File: src/mcyc_regs.svh
// register indices, field positions, reset values and cycle timing figures
`ifndef MCYC_REGS_SVH
`define MCYC_REGS_SVH
`define MCYC_IDX_CLK      8'h01
`define MCYC_IDX_MEMCFG   8'h02
`define MCYC_IDX_PWR      8'h03
`define MCYC_IDX_STAT     8'h04
`define MCYC_IDX_DISPCFG  8'h07
`define MCYC_CYC_MSB      6
`define MCYC_CYC_LSB      5
`define MCYC_CPUDIV_MSB   7
`define MCYC_CPUDIV_LSB   5
`define MCYC_IODIV_MSB    1
`define MCYC_IODIV_LSB    0
`define MCYC_W16_BIT      0
`define MCYC_MTYPE_MSB    2
`define MCYC_MTYPE_LSB    1
`define MCYC_MCLK_BIT     3
`define MCYC_PWR_MSB      1
`define MCYC_PWR_LSB      0
`define MCYC_RST_VAL      8'h00
`define MCYC_VID_DIV      4'h2
`define MCYC_PS4_DIV      4'h4
`define MCYC_PS8_DIV      4'h8
`define MCYC_CPUDIV_0     4'h2
`define MCYC_CPUDIV_1     4'h3
`define MCYC_CPUDIV_2     4'h4
`define MCYC_CPUDIV_3     4'h6
`define MCYC_CPUDIV_4     4'h8
`define MCYC_OE_START     5'h01
`define MCYC_CAS_START    5'h02
// {total, cs active, oe half periods, ras active, cas active}
`define MCYC_T_X8_FAST    {4'h3, 4'h2, 4'h3, 4'h2, 4'h1}
`define MCYC_T_X8_NORM    {4'h4, 4'h2, 4'h3, 4'h2, 4'h1}
`define MCYC_T_X8_SLOW    {4'h5, 4'h3, 4'h5, 4'h3, 4'h2}
`define MCYC_T_X16_FAST   {4'h4, 4'h3, 4'h5, 4'h2, 4'h1}
`define MCYC_T_X16_NORM   {4'h5, 4'h3, 4'h5, 4'h3, 4'h2}
`define MCYC_T_X16_SLOW   {4'h6, 4'h4, 4'h7, 4'h3, 4'h2}
`endif

File: src/mcyc_pkg.sv
// types shared by the memory cycle timing block
package mcyc_pkg;
    typedef enum logic [1:0] {CYC_FAST, CYC_NORMAL, CYC_SLOW, CYC_RSVD} mcyc_cyc_t;
    typedef enum logic [1:0] {MEM_SRAM, MEM_PSRAM, MEM_DRAM, MEM_RSVD} mcyc_mem_t;
    typedef enum logic [1:0] {PWR_FULL, PWR_DIV4, PWR_DIV8, PWR_STOP} mcyc_pwr_t;
    typedef enum logic {ST_IDLE, ST_RUN} mcyc_state_t;
    typedef struct packed {
        logic [3:0] total;
        logic [3:0] csAct;
        logic [3:0] oeHalf;
        logic [3:0] rasAct;
        logic [3:0] casAct;
    } mcyc_tim_t;
endpackage

File: src/mcyc_clk_div.sv
// enable divider: period tick and mid-period tick for half-period resolution
`timescale 1ns/1ps
module mcyc_clk_div #(
    parameter int W = 4
) (
    input  wire logic         clock,
    input  wire logic         rst,
    input  wire logic         en,
    input  wire logic [W-1:0] divisor,
    output logic              tick,
    output logic              mid
);
    logic [W-1:0] cnt_q;
    logic [W-1:0] cnt_d;
    logic [W-1:0] half;
    logic         last;

    // last count of the period; a divisor of zero acts as one
    assign last  = (cnt_q + W'(1)) >= divisor;
    assign cnt_d = last ? '0 : cnt_q + W'(1);
    assign half  = divisor >> 1;
    assign tick  = en && last;
    assign mid   = en && (divisor > W'(1)) && (cnt_q == half - W'(1));

    // count enabled events only
    always_ff @(posedge clock or posedge rst) begin
        if (rst) begin
            cnt_q <= '0;
        end else if (en) begin
            cnt_q <= cnt_d;
        end
    end
endmodule

File: src/mcyc_timing.sv
// memory cycle sequencer, clock division and configuration registers
//
// Added by the designer: the strobed register port and the register addresses.
`timescale 1ns/1ps
`include "mcyc_regs.svh"
module mcyc_timing
    import mcyc_pkg::*;
(
    input  wire logic       clock,
    input  wire logic       rst,
    input  wire logic [7:0] regAddr,
    input  wire logic [7:0] regWdata,
    input  wire logic       regWr,
    input  wire logic       regRd,
    output logic      [7:0] regRdata,
    input  wire logic       cpuReq,
    input  wire logic       cpuWr,
    output logic            cpuAck,
    input  wire logic       dispReq,
    output logic            dispAck,
    output logic            memCsN,
    output logic            memOeN,
    output logic            memWeN,
    output logic            memCasN,
    output logic            procClkEn,
    output logic            ioClkEn
);
    logic [7:0]  clkReg_q;
    logic [7:0]  memCfg_q;
    logic [7:0]  pwrReg_q;
    logic [7:0]  dispCfg_q;
    logic [7:0]  regRdata_q;
    mcyc_state_t st_q;
    mcyc_state_t st_d;
    logic [4:0]  cnt_q;
    logic [4:0]  cnt_d;
    mcyc_tim_t   tim_q;
    mcyc_tim_t   timNext;
    mcyc_tim_t   timSel;
    logic        srcDisp_q;
    logic        wr_q;
    logic        dram_q;
    logic        memCsN_q;
    logic        memOeN_q;
    logic        memWeN_q;
    logic        memCasN_q;
    logic        cpuAck_q;
    logic        dispAck_q;
    logic        procClkEn_q;
    logic        ioClkEn_q;

    // lookup of one cycle's timing from width and cycle type
    function automatic mcyc_tim_t timOf(input logic w16, input mcyc_cyc_t cyc);
        mcyc_tim_t t;
        t = mcyc_tim_t'(`MCYC_T_X8_SLOW);
        unique case ({w16, cyc})
            {1'b0, CYC_FAST}:   t = mcyc_tim_t'(`MCYC_T_X8_FAST);
            {1'b0, CYC_NORMAL}: t = mcyc_tim_t'(`MCYC_T_X8_NORM);
            {1'b1, CYC_FAST}:   t = mcyc_tim_t'(`MCYC_T_X16_FAST);
            {1'b1, CYC_NORMAL}: t = mcyc_tim_t'(`MCYC_T_X16_NORM);
            {1'b1, CYC_SLOW},
            {1'b1, CYC_RSVD}:   t = mcyc_tim_t'(`MCYC_T_X16_SLOW);
            default:            t = mcyc_tim_t'(`MCYC_T_X8_SLOW);
        endcase
        return t;
    endfunction

    // processor divide code to divisor of the base clock
    function automatic logic [3:0] cpuDivOf(input logic [2:0] code);
        logic [3:0] d;
        d = `MCYC_CPUDIV_4;
        unique case (code)
            3'h0:    d = `MCYC_CPUDIV_0;
            3'h1:    d = `MCYC_CPUDIV_1;
            3'h2:    d = `MCYC_CPUDIV_2;
            3'h3:    d = `MCYC_CPUDIV_3;
            default: d = `MCYC_CPUDIV_4;
        endcase
        return d;
    endfunction

    // register field decode
    wire        wrClk     = regWr && (regAddr == `MCYC_IDX_CLK);
    wire        wrMemCfg  = regWr && (regAddr == `MCYC_IDX_MEMCFG);
    wire        wrPwr     = regWr && (regAddr == `MCYC_IDX_PWR);
    wire        wrDispCfg = regWr && (regAddr == `MCYC_IDX_DISPCFG);
    wire mcyc_cyc_t cycType = mcyc_cyc_t'(dispCfg_q[`MCYC_CYC_MSB:`MCYC_CYC_LSB]);
    wire mcyc_mem_t memType = mcyc_mem_t'(memCfg_q[`MCYC_MTYPE_MSB:`MCYC_MTYPE_LSB]);
    wire mcyc_pwr_t pwrMode = mcyc_pwr_t'(pwrReg_q[`MCYC_PWR_MSB:`MCYC_PWR_LSB]);
    wire        bus16     = memCfg_q[`MCYC_W16_BIT];
    wire        memClkCpu = memCfg_q[`MCYC_MCLK_BIT];
    wire [3:0]  cpuDiv    = cpuDivOf(clkReg_q[`MCYC_CPUDIV_MSB:`MCYC_CPUDIV_LSB]);
    wire [3:0]  ioDiv     = {2'h0, clkReg_q[`MCYC_IODIV_MSB:`MCYC_IODIV_LSB]} + 4'h1;
    wire [3:0]  psDiv     = (pwrMode == PWR_DIV4) ? `MCYC_PS4_DIV : `MCYC_PS8_DIV;

    // register writes; cycle type steers the sequencer
    always_ff @(posedge clock or posedge rst) begin
        if (rst) begin
            clkReg_q  <= `MCYC_RST_VAL;
            memCfg_q  <= `MCYC_RST_VAL;
            pwrReg_q  <= `MCYC_RST_VAL;
            dispCfg_q <= `MCYC_RST_VAL;
        end else begin
            if (wrClk) clkReg_q <= regWdata;
            if (wrMemCfg) memCfg_q <= regWdata;
            if (wrPwr) pwrReg_q <= regWdata;
            if (wrDispCfg) dispCfg_q <= regWdata;
        end
    end

    // read mux; unmapped indices read as zero
    wire [7:0] statVal = {1'b0, srcDisp_q, st_q == ST_RUN, cnt_q};
    wire [7:0] rdMux   = (regAddr == `MCYC_IDX_CLK)     ? clkReg_q  :
                         (regAddr == `MCYC_IDX_MEMCFG)  ? memCfg_q  :
                         (regAddr == `MCYC_IDX_PWR)     ? pwrReg_q  :
                         (regAddr == `MCYC_IDX_STAT)    ? statVal   :
                         (regAddr == `MCYC_IDX_DISPCFG) ? dispCfg_q : 8'h00;

    always_ff @(posedge clock or posedge rst) begin
        if (rst) begin
            regRdata_q <= 8'h00;
        end else begin
            regRdata_q <= regRd ? rdMux : 8'h00;
        end
    end

    // clock enables: video at base/2, processor at base/N, power prescale, channel
    logic vidTick;
    logic vidMid;
    logic cpuTick;
    logic cpuMid;
    logic psTick;
    logic ioTick;

    mcyc_clk_div #(.W(4)) u_vid (
        .clock   (clock),
        .rst     (rst),
        .en      (1'b1),
        .divisor (`MCYC_VID_DIV),
        .tick    (vidTick),
        .mid     (vidMid)
    );

    mcyc_clk_div #(.W(4)) u_cpu (
        .clock   (clock),
        .rst     (rst),
        .en      (1'b1),
        .divisor (cpuDiv),
        .tick    (cpuTick),
        .mid     (cpuMid)
    );

    mcyc_clk_div #(.W(4)) u_ps (
        .clock   (clock),
        .rst     (rst),
        .en      (cpuTick),
        .divisor (psDiv),
        .tick    (psTick),
        .mid     ()
    );

    // slowed or stopped processor rate
    wire procTick = (pwrMode == PWR_FULL) ? cpuTick :
                    (pwrMode == PWR_STOP) ? 1'b0 : psTick;

    mcyc_clk_div #(.W(4)) u_io (
        .clock   (clock),
        .rst     (rst),
        .en      (procTick),
        .divisor (ioDiv),
        .tick    (ioTick),
        .mid     ()
    );

    // memory clock: video or processor period, chosen by the memory clock bit of the memory config
    wire memTick  = memClkCpu ? cpuTick : vidTick;
    wire halfTick = memTick | (memClkCpu ? cpuMid : vidMid);

    // requests; an acknowledged requester is masked for one cycle
    wire dispEff  = dispReq && !dispAck_q;
    wire cpuEff   = cpuReq && !cpuAck_q;
    wire startCyc = (st_q == ST_IDLE) && memTick && (dispEff || cpuEff);
    wire [4:0] totHalf = {tim_q.total, 1'b0};
    wire lastHalf = (st_q == ST_RUN) && halfTick && (cnt_q == totHalf - 5'h01);

    assign timSel  = timOf(bus16, cycType);
    assign timNext = startCyc ? timSel : tim_q;

    // sequencer state
    always_comb begin
        st_d = st_q;
        unique case (st_q)
            ST_IDLE: if (startCyc) st_d = ST_RUN;
            ST_RUN:  if (lastHalf) st_d = ST_IDLE;
        endcase
    end

    // half-period counter within a cycle
    assign cnt_d = startCyc ? 5'h00 :
                   lastHalf ? 5'h00 :
                   ((st_q == ST_RUN) && halfTick) ? cnt_q + 5'h01 : cnt_q;

    wire runD    = (st_d == ST_RUN);
    wire dramD   = startCyc ? (memType == MEM_DRAM) : dram_q;
    wire wrD     = startCyc ? (!dispEff && cpuWr) : wr_q;
    wire [4:0] csHalf  = dramD ? {timNext.rasAct, 1'b0} : {timNext.csAct, 1'b0};
    wire [4:0] oeEnd   = `MCYC_OE_START + {1'b0, timNext.oeHalf};
    wire [4:0] casEnd  = `MCYC_CAS_START + {timNext.casAct, 1'b0};
    wire csOn    = runD && (cnt_d < csHalf);
    wire strOn   = runD && (cnt_d >= `MCYC_OE_START) && (cnt_d < oeEnd);
    wire casOn   = runD && dramD && (cnt_d >= `MCYC_CAS_START) && (cnt_d < casEnd);

    // cycle context latched at start so cycle type, width and memory type changes wait for the next cycle
    always_ff @(posedge clock or posedge rst) begin
        if (rst) begin
            st_q      <= ST_IDLE;
            cnt_q     <= 5'h00;
            tim_q     <= '0;
            srcDisp_q <= 1'b0;
            wr_q      <= 1'b0;
            dram_q    <= 1'b0;
        end else begin
            st_q  <= st_d;
            cnt_q <= cnt_d;
            if (startCyc) begin
                tim_q     <= timSel;
                srcDisp_q <= dispEff;
                wr_q      <= wrD;
                dram_q    <= dramD;
            end
        end
    end

    // registered strobes, acknowledges and clock enables
    always_ff @(posedge clock or posedge rst) begin
        if (rst) begin
            memCsN_q    <= 1'b1;
            memOeN_q    <= 1'b1;
            memWeN_q    <= 1'b1;
            memCasN_q   <= 1'b1;
            cpuAck_q    <= 1'b0;
            dispAck_q   <= 1'b0;
            procClkEn_q <= 1'b0;
            ioClkEn_q   <= 1'b0;
        end else begin
            memCsN_q    <= !csOn;
            memOeN_q    <= !(strOn && !wrD);
            memWeN_q    <= !(strOn && wrD);
            memCasN_q   <= !casOn;
            cpuAck_q    <= lastHalf && !srcDisp_q;
            dispAck_q   <= lastHalf && srcDisp_q;
            procClkEn_q <= procTick;
            ioClkEn_q   <= ioTick;
        end
    end

    assign regRdata  = regRdata_q;
    assign cpuAck    = cpuAck_q;
    assign dispAck   = dispAck_q;
    assign memCsN    = memCsN_q;
    assign memOeN    = memOeN_q;
    assign memWeN    = memWeN_q;
    assign memCasN   = memCasN_q;
    assign procClkEn = procClkEn_q;
    assign ioClkEn   = ioClkEn_q;
endmodule

File: config.mk
export PLATFORM = sky130hd
export DESIGN_NAME = mcyc_timing
export DESIGN_NICKNAME = d
export VERILOG_FILES = /design/src/mcyc_pkg.sv /design/src/mcyc_clk_div.sv /design/src/mcyc_timing.sv
export VERILOG_INCLUDE_DIRS = /design/src
export SDC_FILE = /design/constraint.sdc
export NUM_CORES = 1
export LEC_CHECK = 0
export ABC_AREA = 1
export ABC_CLOCK_PERIOD_IN_PS = 3700
export BUFFER_PORTS_ARGS = -buffer_cell sky130_fd_sc_hd__buf_2
export CORE_MARGIN = 2
export CORE_UTILIZATION = 60
export CTS_BUF_LIST = sky130_fd_sc_hd__clkbuf_4 sky130_fd_sc_hd__clkbuf_8 sky130_fd_sc_hd__clkbuf_16
export CTS_CLUSTER_DIAMETER = 100
export DETAILED_ROUTE_END_ITERATION = 10
export PLACE_DENSITY = 0.89
export SLEW_MARGIN = 20
export SYNTH_ARGS = -nofsm -noshare
export SYNTH_HDL_FRONTEND = slang
export SYNTH_HIERARCHICAL = 1
export SYNTH_SLANG_ARGS = --single-unit
File: constraint.sdc
create_clock -name clock -period 3.7 [get_ports clock]
set_input_delay 0.555 -clock clock [delete_from_list [all_inputs] [get_ports clock]]
set_output_delay 0.555 -clock clock [all_outputs]
set_load 0.03 [all_outputs]
-- Word level (Yosys, flattened, before mapping)
Cells that the tools add are included.
- output and inout port bits: 16
- bits in registers: 92
- muxes and demuxes: 27
- add/subtract/negate cells: 10
- equality and inequality tests: 17
- bitwise operators: 2
- reduce and logical (&&, ||, !) cells: 39
- order comparisons: 10
- operators with widths (kind ; count):
    one-hot mux 19 bit (4 select lines) ; 1
    2-to-1 mux 8 bit ; 6
    logical AND 1 bit ; 24
    2-to-1 mux 4 bit ; 5
    2-to-1 mux 5 bit ; 4
    adder 4 x 1 -> 4 bit (second input constant) ; 4
    equality test 8 x 2 -> 1 bit (second input constant) ; 2
    equality test 8 x 3 -> 1 bit (second input constant) ; 2
    2-to-1 mux 16 bit ; 1
    one-hot mux 4 bit (4 select lines) ; 1
    < comparator 5 bit ; 3
    equality test 3 bit (second input constant) ; 3
    zero test 1 bit ; 9
    equality test 8 x 1 -> 1 bit (second input constant) ; 1
    >= comparator 4 bit ; 2
    2-to-1 mux 1 bit ; 8
    equality test 3 x 1 -> 1 bit (second input constant) ; 2
    equality test 3 x 2 -> 1 bit (second input constant) ; 2
    zero test 3 bit ; 2
    adder 1 x 4 -> 5 bit (first input constant) ; 1
    adder 2 x 5 -> 5 bit (first input constant) ; 1
    adder 5 x 1 -> 5 bit (second input constant) ; 1
    equality test 5 bit ; 1
    >= comparator 5 x 1 -> 1 bit (second input constant) ; 1
    17 further kinds ; 18

-- Longest topological paths before layout
Gate-level depths: netlist of the first run.
- word-level depth: 16
- depth in mapped cells: 29
- mapped depth without buffers: 29

-- Cells and area by module
The synthesis of the first run kept the hierarchy.
- by module, submodules not included (module ; area an instance (sq um) ; times used ; cells an instance):
    mcyc_timing ; 4013.8 ; 1 ; 492
    mcyc_clk_div ; 392.9 ; 4 ; 55

-- Least setup slack after synthesis of the first run
OpenSTA, ideal clock, no wires.
- path kind: register to register
- start: register u_cpu.cnt_q[0]
- end: register memWeN_q, in the netlist memWeN
- required time: 3614 ps
- data arrival time: 3195 ps
- setup slack: 419 ps
- stages on the path, launching flop included: 25
- buffers on the path: 1
- period minus slack after synthesis: 3281 ps
- setup time: 86 ps
- cells stage by stage: dfrtp_1 ha_1 xor2_1 ha_1 nand2_1 inv_1 nand2_1 nand3_1 nand2_1 inv_1 nand2_1 nand2_2 nand3_4 buf_4 nand2_1 o21ai_2 ha_1 xnor2_1 ha_1 a21oi_1 nand2_1 nand2_1 nand2_1 nand2_1 nand3_1
- RTL lines (item ; RTL line ; source):
    start: declaration ; mcyc_clk_div.sv:13 ; logic [W-1:0] cnt_q;
    start signal: assignment ; mcyc_clk_div.sv:30 ; cnt_q <= cnt_d;
    end signal: assignment ; mcyc_timing.sv:248 ; memWeN_q <= !(strOn && wrD);
    end: declaration ; mcyc_timing.sv:45 ; logic memWeN_q;

-- Worst setup path after layout of the first run
- start: register u_cpu.cnt_q[0]
- end: register memWeN_q, in the netlist memWeN
- cells in the longest elaborated chain, start to end: 13
- elaborated cells between the ends (all ways): 26
- ends and longest elaborated chain (item ; RTL line ; source):
    adder 4 x 1 -> 4 bit * ; mcyc_clk_div.sv:19 ; assign last = (cnt_q + W'(1)) >= divisor;
    >= comparator 4 bit * ; mcyc_clk_div.sv:19 ;
    net cpuTick ; mcyc_timing.sv:130 ; logic cpuTick;
    2-to-1 mux 1 bit * ; mcyc_timing.sv:176 ; wire memTick = memClkCpu ? cpuTick : vidTick;
    bitwise OR 1 bit ; mcyc_timing.sv:177 ; wire halfTick = memTick | (memClkCpu ? cpuMid : vidMid);
    logical AND 1 bit ; mcyc_timing.sv:184, mcyc_timing.sv:201 ;
    2-to-1 mux 5 bit / logical AND 1 bit (equally long branches) ; mcyc_timing.sv:201, mcyc_timing.sv:184 ;
    2-to-1 mux 5 bit ; mcyc_timing.sv:200 ; lastHalf ? 5'h00 :
    2-to-1 mux 5 bit * ; mcyc_timing.sv:199 ; assign cnt_d = startCyc ? 5'h00 :
    net cnt_d[2] ; mcyc_timing.sv:36 ; logic [4:0] cnt_d;
    >= comparator 5 x 1 -> 1 bit (no line) ; -- ;
    logical AND 1 bit ; mcyc_timing.sv:210 ; wire strOn = runD && (cnt_d >= `MCYC_OE_START) && (cnt_d < oeEnd);
    logical AND 1 bit * ; mcyc_timing.sv:210 ;
    logical AND 1 bit * ; mcyc_timing.sv:248 ;
    zero test 1 bit * ; mcyc_timing.sv:248 ;
The timed path passes the listed nets; every way through them passes the cells marked *.
A chain may end at the register's enable or synchronous reset.

==> results of run 1 <==
==> metal layers <==
| layer | routed length, um | GRT usage | vias to the layer above |
|---|---|---|---|
| li1 | - | - | 2325 |
| met1 | 5170 | 0.327 | 2251 |
| met2 | 6270 | 0.472 | 182 |
| met3 | 696 | 0.0365 | 34 |
| met4 | 291 | 0.119 | 0 |
| met5 | 0 | 0 | - |
==> through the flow <==
| stage | instance area, um^2 | cells | hold slack [ns] |
|---|---|---|---|
| 6_report | 6070 | 873 | 0.113 |
| 5_1_grt | 6070 | 873 | 0.121 |
| 4_1_cts | 6030 | 868 | 0.109 |
| 3_5_place_dp | 5840 | 854 | 0.441 |
| 3_3_place_gp | 5840 | 854 | 0.442 |
| 2_1_floorplan | 5530 | 713 | 0.321 |
==> where the power goes <==
| part | switching (mW) | internal (mW) |
|---|---|---|
| Sequential | 0.230 | 1.25 |
| Combinational | 1.42 | 0.841 |
| Clock | 0.349 | 0.323 |
==> layout make-up <==
| class | instances | area, um^2 |
|---|---|---|
| Clock buffer | 10 | 138 |
| Clock inverter | 4 | 51.3 |
| Fill cell | 653 | 2690 |
| Inverter | 122 | 458 |
| Multi-Input combinational cell | 489 | 2720 |
| Sequential cell | 92 | 2310 |
| Tap cell | 108 | 135 |
| Timing Repair Buffer | 48 | 265 |
==> critical path, cell delays in order, from the launching register on <==
cell and delay, ns:
sky130_fd_sc_hd__dfrtp_2 0.46, sky130_fd_sc_hd__ha_1 0.23, sky130_fd_sc_hd__xor2_1 0.16, sky130_fd_sc_hd__ha_1 0.30
sky130_fd_sc_hd__nand2_1 0.07, sky130_fd_sc_hd__inv_1 0.03, sky130_fd_sc_hd__nand2_1 0.05, sky130_fd_sc_hd__nand3_1 0.14
sky130_fd_sc_hd__nand2_1 0.12, sky130_fd_sc_hd__inv_1 0.06, sky130_fd_sc_hd__buf_4 0.15, sky130_fd_sc_hd__inv_1 0.07
sky130_fd_sc_hd__nand2_1 0.06, sky130_fd_sc_hd__nand2_1 0.11, sky130_fd_sc_hd__nand2_4 0.08, sky130_fd_sc_hd__nand2_4 0.11
sky130_fd_sc_hd__nor2_4 0.05, sky130_fd_sc_hd__nand2_4 0.11, sky130_fd_sc_hd__nand2_4 0.07, sky130_fd_sc_hd__nor2_1 0.16
sky130_fd_sc_hd__ha_1 0.27, sky130_fd_sc_hd__a21oi_1 0.17, sky130_fd_sc_hd__nand2_1 0.09, sky130_fd_sc_hd__nand2_1 0.07
sky130_fd_sc_hd__nand2_1 0.05, sky130_fd_sc_hd__nand2_1 0.07, sky130_fd_sc_hd__nand3_1 0.08
==> sequential cells by signal, summed over array words and instances (netlist names), 5 cells and up <==
register / count
tim_q: 19
clkReg_q: 8
dispCfg_q: 8
memCfg_q: 8
pwrReg_q: 8
regRdata: 8
cnt_q: 5
==> worst min-delay path by stage <==
stage                   start             end  slack (ns)
floorplan                 rst  u_cpu/cnt_q[0]        0.32
global placement    tim_q[15]       tim_q[15]        0.44
detailed placement  srcDisp_q          cpuAck        0.44
CTS                       rst   u_ps/cnt_q[0]        0.11
global route              rst   u_io/cnt_q[3]        0.12
finish                    rst   u_ps/cnt_q[0]        0.11
==> repair_timing <==
| item | CTS | global route |
|---|---|---|
| resized for setup | 0 | 3 |
| buffers inserted | 0 | 5 |
| endpoints found under the setup margin | 0 | 3 |
==> PnR_summary.wiki, run 1 <==
{| class="wikitable"
! Metric !! Value
|-
| Utilization of the core after routing || 0.693
|-
| Synth warnings || 6
|-
| Post-synthesis average cell area || around 7.9 um^2
|-
| Worst-Skew Late Latency || 0.37 ns
|-
| Cell count after synthesis || between 600 and 700
|-
| CTS clock-pin slew for the worst setup and hold paths || 0.09 ns
|-
| Portion of the clock cycle consumed by the worst path in the final layout || 0.939
|-
| Die area || roughly 9900 um^2
|-
| Root Buffer || sky130_fd_sc_hd__clkbuf_8
|-
| Headroom to the max-slew limit || 0.367
|-
| Beginning of the worst register-to-register path || u_cpu/cnt_q[0]
|-
| Antenna violations before repair || 0
|-
| TNS Setup || 0 ns
|-
| Final Setup Violations || 0
|-
| Count of input and output buffers || 38
|-
| Cell area after technology mapping || ~5500 um^2
|-
| Total half-perimeter wirelength after legalization and detailed placement || ~9000 um
|-
| Count of antenna diodes in the layout || 0
|-
| Area of the core region || just under 9000 um^2
|-
| Most frequent standard cell in the layout excluding fill and tap cells || sky130_fd_sc_hd__nand2_1
|-
| Synthesis-to-finish area growth || 11.4%
|-
| Maximum vdd drop || ~0.00035 V
|-
| Fraction of layout instances using a drive strength above 1 || 0.142
|-
| Final net count || between 800 and 900
|-
| Wire length reported by the detailed router || 12400 um
|-
| Final Hold Viols || 0
|-
| Final Skew || 0.0143 ns
|-
| Number of detailed-route iterations in the first pass || 5
|-
| CTS HTree Levels || 3
|-
| Post-layout power || around 4.4 mW
|-
| Final setup margin || ~0.23 ns
|-
| Clock tree buffer depth || 2
|-
| First-pass GRT wire length || around 21000 um
|-
| Global placement routability congestion || roughly 0.91
|-
| Number of nets with antenna violations after routing || 0
|-
| Number of maximum-capacitance constraint violations || 0
|-
| Min Tclk post-route || about 3.5 ns
|-
| Arrival time of the worst setup path || 3.77 ns
|-
| Number of cell rows || 34
|-
| Class of the most critical hold timing path || input pin to async pin
|-
| Total routing resource utilization after global routing || 0.268
|-
| Actual transition at the worst max-transition pin || 0.949 ns
|-
| Die Y || between 90 and 100 um
|-
| Average vias per placed instance || around 5.5
|-
| DRT iter0 DRCs || 529
|-
| Overflow after GRT || 0
|-
| Crit. End Element || flip-flop
|-
| Pre-CTS WS || 0.171 ns
|-
| Starting Density || 0.623
|-
| Maximum operating frequency || between 0.2 and 0.3 GHz
|-
| Critical Path Start || u_cpu/cnt_q[0]
|-
| Maximum number of pins on one net before global-route repair || 77
|-
| Peak fanout along the critical path || 7
|-
| R2r worst-path depth || 26
|-
| Static Leakage || 3.30 nW
|-
| Critical Path Start Type || flip-flop
|-
| Worst Setup EP || memWeN
|-
| Max-slew violations || 0
|-
| Average routed wire per standard cell || approximately 14 um
|-
| Required time of the critical path || between 3 and 4 ns
|-
| Chip Width || 99.4 um
|-
| Register-to-register setup slack || between 0.2 and 0.25 ns
|-
| Worst setup path class || flip-flop to flip-flop
|-
| Number of global-route vias before repair || between 4000 and 5000
|-
| Power per cell area || approximately 730 nW/um^2
|-
| Highest-count cells in the layout ignoring fill and taps || sky130_fd_sc_hd__nand2_1 (181), sky130_fd_sc_hd__inv_1 (112), sky130_fd_sc_hd__dfrtp_1 (87)
|-
| Detailed-route via count || around 4800
|-
| Top-level I/O count || 39
|-
| TritonCTS Sinks || 92
|-
| Status || complete, no violations
|-
| Worst flop-to-flop path endpoint || memWeN
|-
| Number of remaining DRC errors || 0
|-
| # hold bufs at CTS || 0
|-
| Number of CTS-inserted buffers || 9
|-
| CTS tree || built
|}
(Power assumes the default switching activity.)
==> run 2: changes to the inputs <==
- CELL_PAD_IN_SITES_DETAIL_PLACEMENT: default -> 1
- CELL_PAD_IN_SITES_GLOBAL_PLACEMENT: default -> 1
- CORE_UTILIZATION: 60 -> 46
- PLACE_DENSITY: 0.89 -> 0.91
==> run 2 against run 1 <==
Against the previous run:
- the flow now finishes with violations (DRC)
- final area increased by 3.8%
- critical path depth did not move
- core utilization decreased by 15 points
- combinational power increased by 9.3%
- clock skew fell by 0.0050 ns
- setup slack got worse by 0.091 ns
- critical endpoint is now memOeN
==> PnR_summary.wiki, run 2 (same netlist as run 1, synthesis figures left out) <==
{| class="wikitable"
! Metric !! Value
|-
| # hold bufs at CTS || 0 (unchanged)
|-
| Chip Width || 113 um (+14%)
|-
| Final Skew || 0.00933 ns (-0.00497 ns)
|-
| Post-placement cell area || 5910 um^2 (+1.2%)
|-
| Total half-perimeter wirelength after legalization and detailed placement || 11200 um (+23%)
|-
| Area of the core region || 11500 um^2 (+31%)
|-
| TNS Setup || 0 ns (unchanged)
|-
| Final Setup Violations || 0 (unchanged)
|-
| Number of remaining DRC errors || 4 (+4)
|-
| Number of global-route vias before repair || 5216 (+9.3%)
|-
| Class of the most critical hold timing path || input pin to async pin
|-
| Number of maximum-capacitance constraint violations || 0 (unchanged)
|-
| Number of cell rows || 39 (+15%)
|-
| Flip-flop count of the largest register, all copies and words added || 19 (unchanged)
|-
| Total routing resource utilization after global routing || 0.251 (-0.0162)
|-
| Starting Density || 0.474 (-0.149)
|-
| Highest-count cells in the layout ignoring fill and taps || sky130_fd_sc_hd__nand2_1 (181), sky130_fd_sc_hd__inv_1 (112), sky130_fd_sc_hd__dfrtp_1 (83)
|-
| Power per cell area || 781 nW/um^2 (+7.3%)
|-
| Die Y || 113 um (+14%)
|-
| Total routed wire length on the met1 layer || 6660 um (+29%)
|-
| Number of detailed-route iterations in the first pass || 7 (+2)
|-
| CTS tree || built
|-
| Number of nets with antenna violations after routing || 0 (unchanged)
|-
| Actual transition at the worst max-transition pin || 0.890 ns (-0.0592 ns)
|-
| Number of CTS-inserted buffers || 9 (unchanged)
|-
| Number of cells in the design after placement || 891 (+4.3%)
|-
| Average vias per placed instance || 5.32 (-3.1%)
|-
| Maximum operating frequency || 0.281 GHz (-2.6%)
|-
| Synthesis-to-finish area growth || 15.6%
|-
| Peak fanout along the critical path || 8 (+1)
|-
| Count of input and output buffers || 38 (unchanged)
|-
| Average routed wire per standard cell || 17.0 um (+20%)
|-
| Crit. End Element || flip-flop
|-
| Max Used Layer || met4
|-
| Arrival time of the worst setup path || 3.84 ns (+0.07 ns)
|-
| Final non-filler cell area || 6300 um^2 (+3.8%)
|-
| Status || finished, violations left
|-
| Met2 WL post-DR || 8140 um (+30%)
|-
| Non-Filler Instances || 914 (+4.7%)
|-
| CTS HTree Levels || 3 (unchanged)
|-
| Maximum vdd drop || 0.000321 V (-9.3%)
|-
| Top-level I/O count || 39 (unchanged)
|-
| Most frequent standard cell in the layout excluding fill and tap cells || sky130_fd_sc_hd__nand2_1
|-
| Overflow after GRT || 0 (unchanged)
|-
| Required time of the critical path || 3.98 ns (about the same)
|-
| Die area || 12700 um^2 (+29%)
|-
| DRT iter0 DRCs || 268 (-49%)
|-
| Min Tclk post-route || 3.56 ns (+0.0910 ns)
|-
| Maximum number of pins on one net before global-route repair || 49 (-36%)
|-
| Portion of the clock cycle consumed by the worst path in the final layout || 0.963 (+0.0246)
|-
| Worst-Skew Late Latency || 0.35 ns (-0.02 ns)
|-
| Antenna violations before repair || 0 (unchanged)
|-
| First-pass GRT wire length || 25500 um (+20%)
|-
| Max-slew violations || 0 (unchanged)
|-
| Static Leakage || 3.39 nW (+2.7%)
|-
| Routed wl met3 || 486 um (-30%)
|-
| Post-layout power || 4.92 mW (+11%)
|-
| Count of antenna diodes in the layout || 0 (unchanged)
|-
| Failing checks || DRC
|-
| Worst setup path class || flip-flop to flip-flop
|-
| Detailed-route via count || 4864 (+1.5%)
|-
| CTS clock-pin slew for the worst setup and hold paths || 0.07 ns (-0.02 ns)
|-
| Final Hold Viols || 0 (unchanged)
|-
| Final setup margin || 0.135 ns (-0.0910 ns)
|-
| Pre-CTS WS || 0.0892 ns (-0.0818 ns)
|-
| Headroom to the max-slew limit || 0.406 (+0.0388)
|-
| Root Buffer || sky130_fd_sc_hd__clkbuf_16
|-
| Final net count || 827 (+0.49%)
|-
| Critical Path Start Type || flip-flop
|-
| Clock tree buffer depth || 2 (unchanged)
|-
| Wire length reported by the detailed router || 15600 um (+25%)
|-
| TritonCTS Sinks || 92 (unchanged)
|-
| Global placement routability congestion || 0.857 (-6.1%)
|-
| Fraction of layout instances using a drive strength above 1 || 0.161 (+0.0183)
|-
| Most flop-heavy register || tim_q
|}
==> run 2: changes by cell type in the layout (fill, tap and decap cells not counted), moves of 3 or more <==
cell	delta
sky130_fd_sc_hd__dfrtp_2	+4
sky130_fd_sc_hd__clkbuf_8	-9
sky130_fd_sc_hd__dfrtp_1	-4
sky130_fd_sc_hd__buf_4	+3
sky130_fd_sc_hd__clkbuf_16	+9
==> run 2: worst paths after layout <==
check / from / end / slack [ns] / cells after the start
max in group asynchronous: rst / memCfg_q[4] / 2.52 / 3
min in group clock: tim_q[15] / tim_q[15] / 0.46 / 2
hold / removal: rst / u_io/cnt_q[2] / 0.15 / 2
hold reg to reg: tim_q[15] / tim_q[15] / 0.46 / 2
setup reg to reg: u_vid/cnt_q[0] / memOeN / 0.14 / 26
setup / recovery: u_vid/cnt_q[0] / memOeN / 0.14 / 26
==> run 2: per-stage QoR <==
| stage | hold WS, ns | util |
|---|---|---|
| 6_report | 0.147 | 0.547 |
| 5_1_grt | 0.157 | 0.547 |
| 4_1_cts | 0.148 | 0.539 |
| 3_5_place_dp | 0.443 | 0.513 |
| 3_3_place_gp | 0.415 | 0.513 |
| 2_1_floorplan | 0.321 | - |
==> run 2: cell type report <==
cell class / count / area, um^2
inverter: 122 / 459
multi-input combinational: 489 / 2740
clock buffer: 12 / 254
clock inverter: 4 / 48.8
tap: 143 / 179
timing repair buffer: 52 / 308
sequential: 92 / 2310
fill: 1468 / 5210
==> run 2: report_power, final <==
| group | switching (mW) | total (mW) | leakage (nW) | internal, mW |
|---|---|---|---|---|
| combinational | 1.58 | 2.47 | 2.05 | 0.892 |
| sequential | 0.239 | 1.50 | 1.19 | 1.26 |
| clock | 0.393 | 0.949 | 0.153 | 0.556 |
==> run 2: critical path, stage by stage (launching register included) <==
cell and delay [ns]:
sky130_fd_sc_hd__dfrtp_2 0.45, sky130_fd_sc_hd__ha_1 0.23, sky130_fd_sc_hd__xor2_1 0.21, sky130_fd_sc_hd__ha_1 0.29, sky130_fd_sc_hd__nand2_1 0.08, sky130_fd_sc_hd__inv_1 0.04
sky130_fd_sc_hd__nand2_1 0.07, sky130_fd_sc_hd__nand3_2 0.12, sky130_fd_sc_hd__nand2_1 0.11, sky130_fd_sc_hd__inv_1 0.06, sky130_fd_sc_hd__nand2_1 0.08, sky130_fd_sc_hd__nand2_2 0.10
sky130_fd_sc_hd__nand2_4 0.11, sky130_fd_sc_hd__nor2_8 0.06, sky130_fd_sc_hd__nor2_2 0.12, sky130_fd_sc_hd__inv_1 0.10, sky130_fd_sc_hd__ha_1 0.23, sky130_fd_sc_hd__xnor2_2 0.15
sky130_fd_sc_hd__ha_1 0.29, sky130_fd_sc_hd__nand2_1 0.07, sky130_fd_sc_hd__inv_1 0.05, sky130_fd_sc_hd__nand2_1 0.07, sky130_fd_sc_hd__nand2_1 0.06, sky130_fd_sc_hd__nand2_1 0.06
sky130_fd_sc_hd__nand2_1 0.07, sky130_fd_sc_hd__nand2_1 0.10, sky130_fd_sc_hd__nand3_1 0.10
==> run 2: timing repair <==
item,CTS,global route
buffers inserted,0,7
endpoints found under the setup margin,0,4
gates resized for setup,0,12
==> run 2: routing by layer <==
| metal | vias to the layer above | global-route usage |
|---|---|---|
| li1 | 2333 | - |
| met1 | 2413 | 0.305 |
| met2 | 91 | 0.456 |
| met3 | 27 | 0.0402 |
| met4 | 0 | 0.0829 |
| met5 | - | 0 |
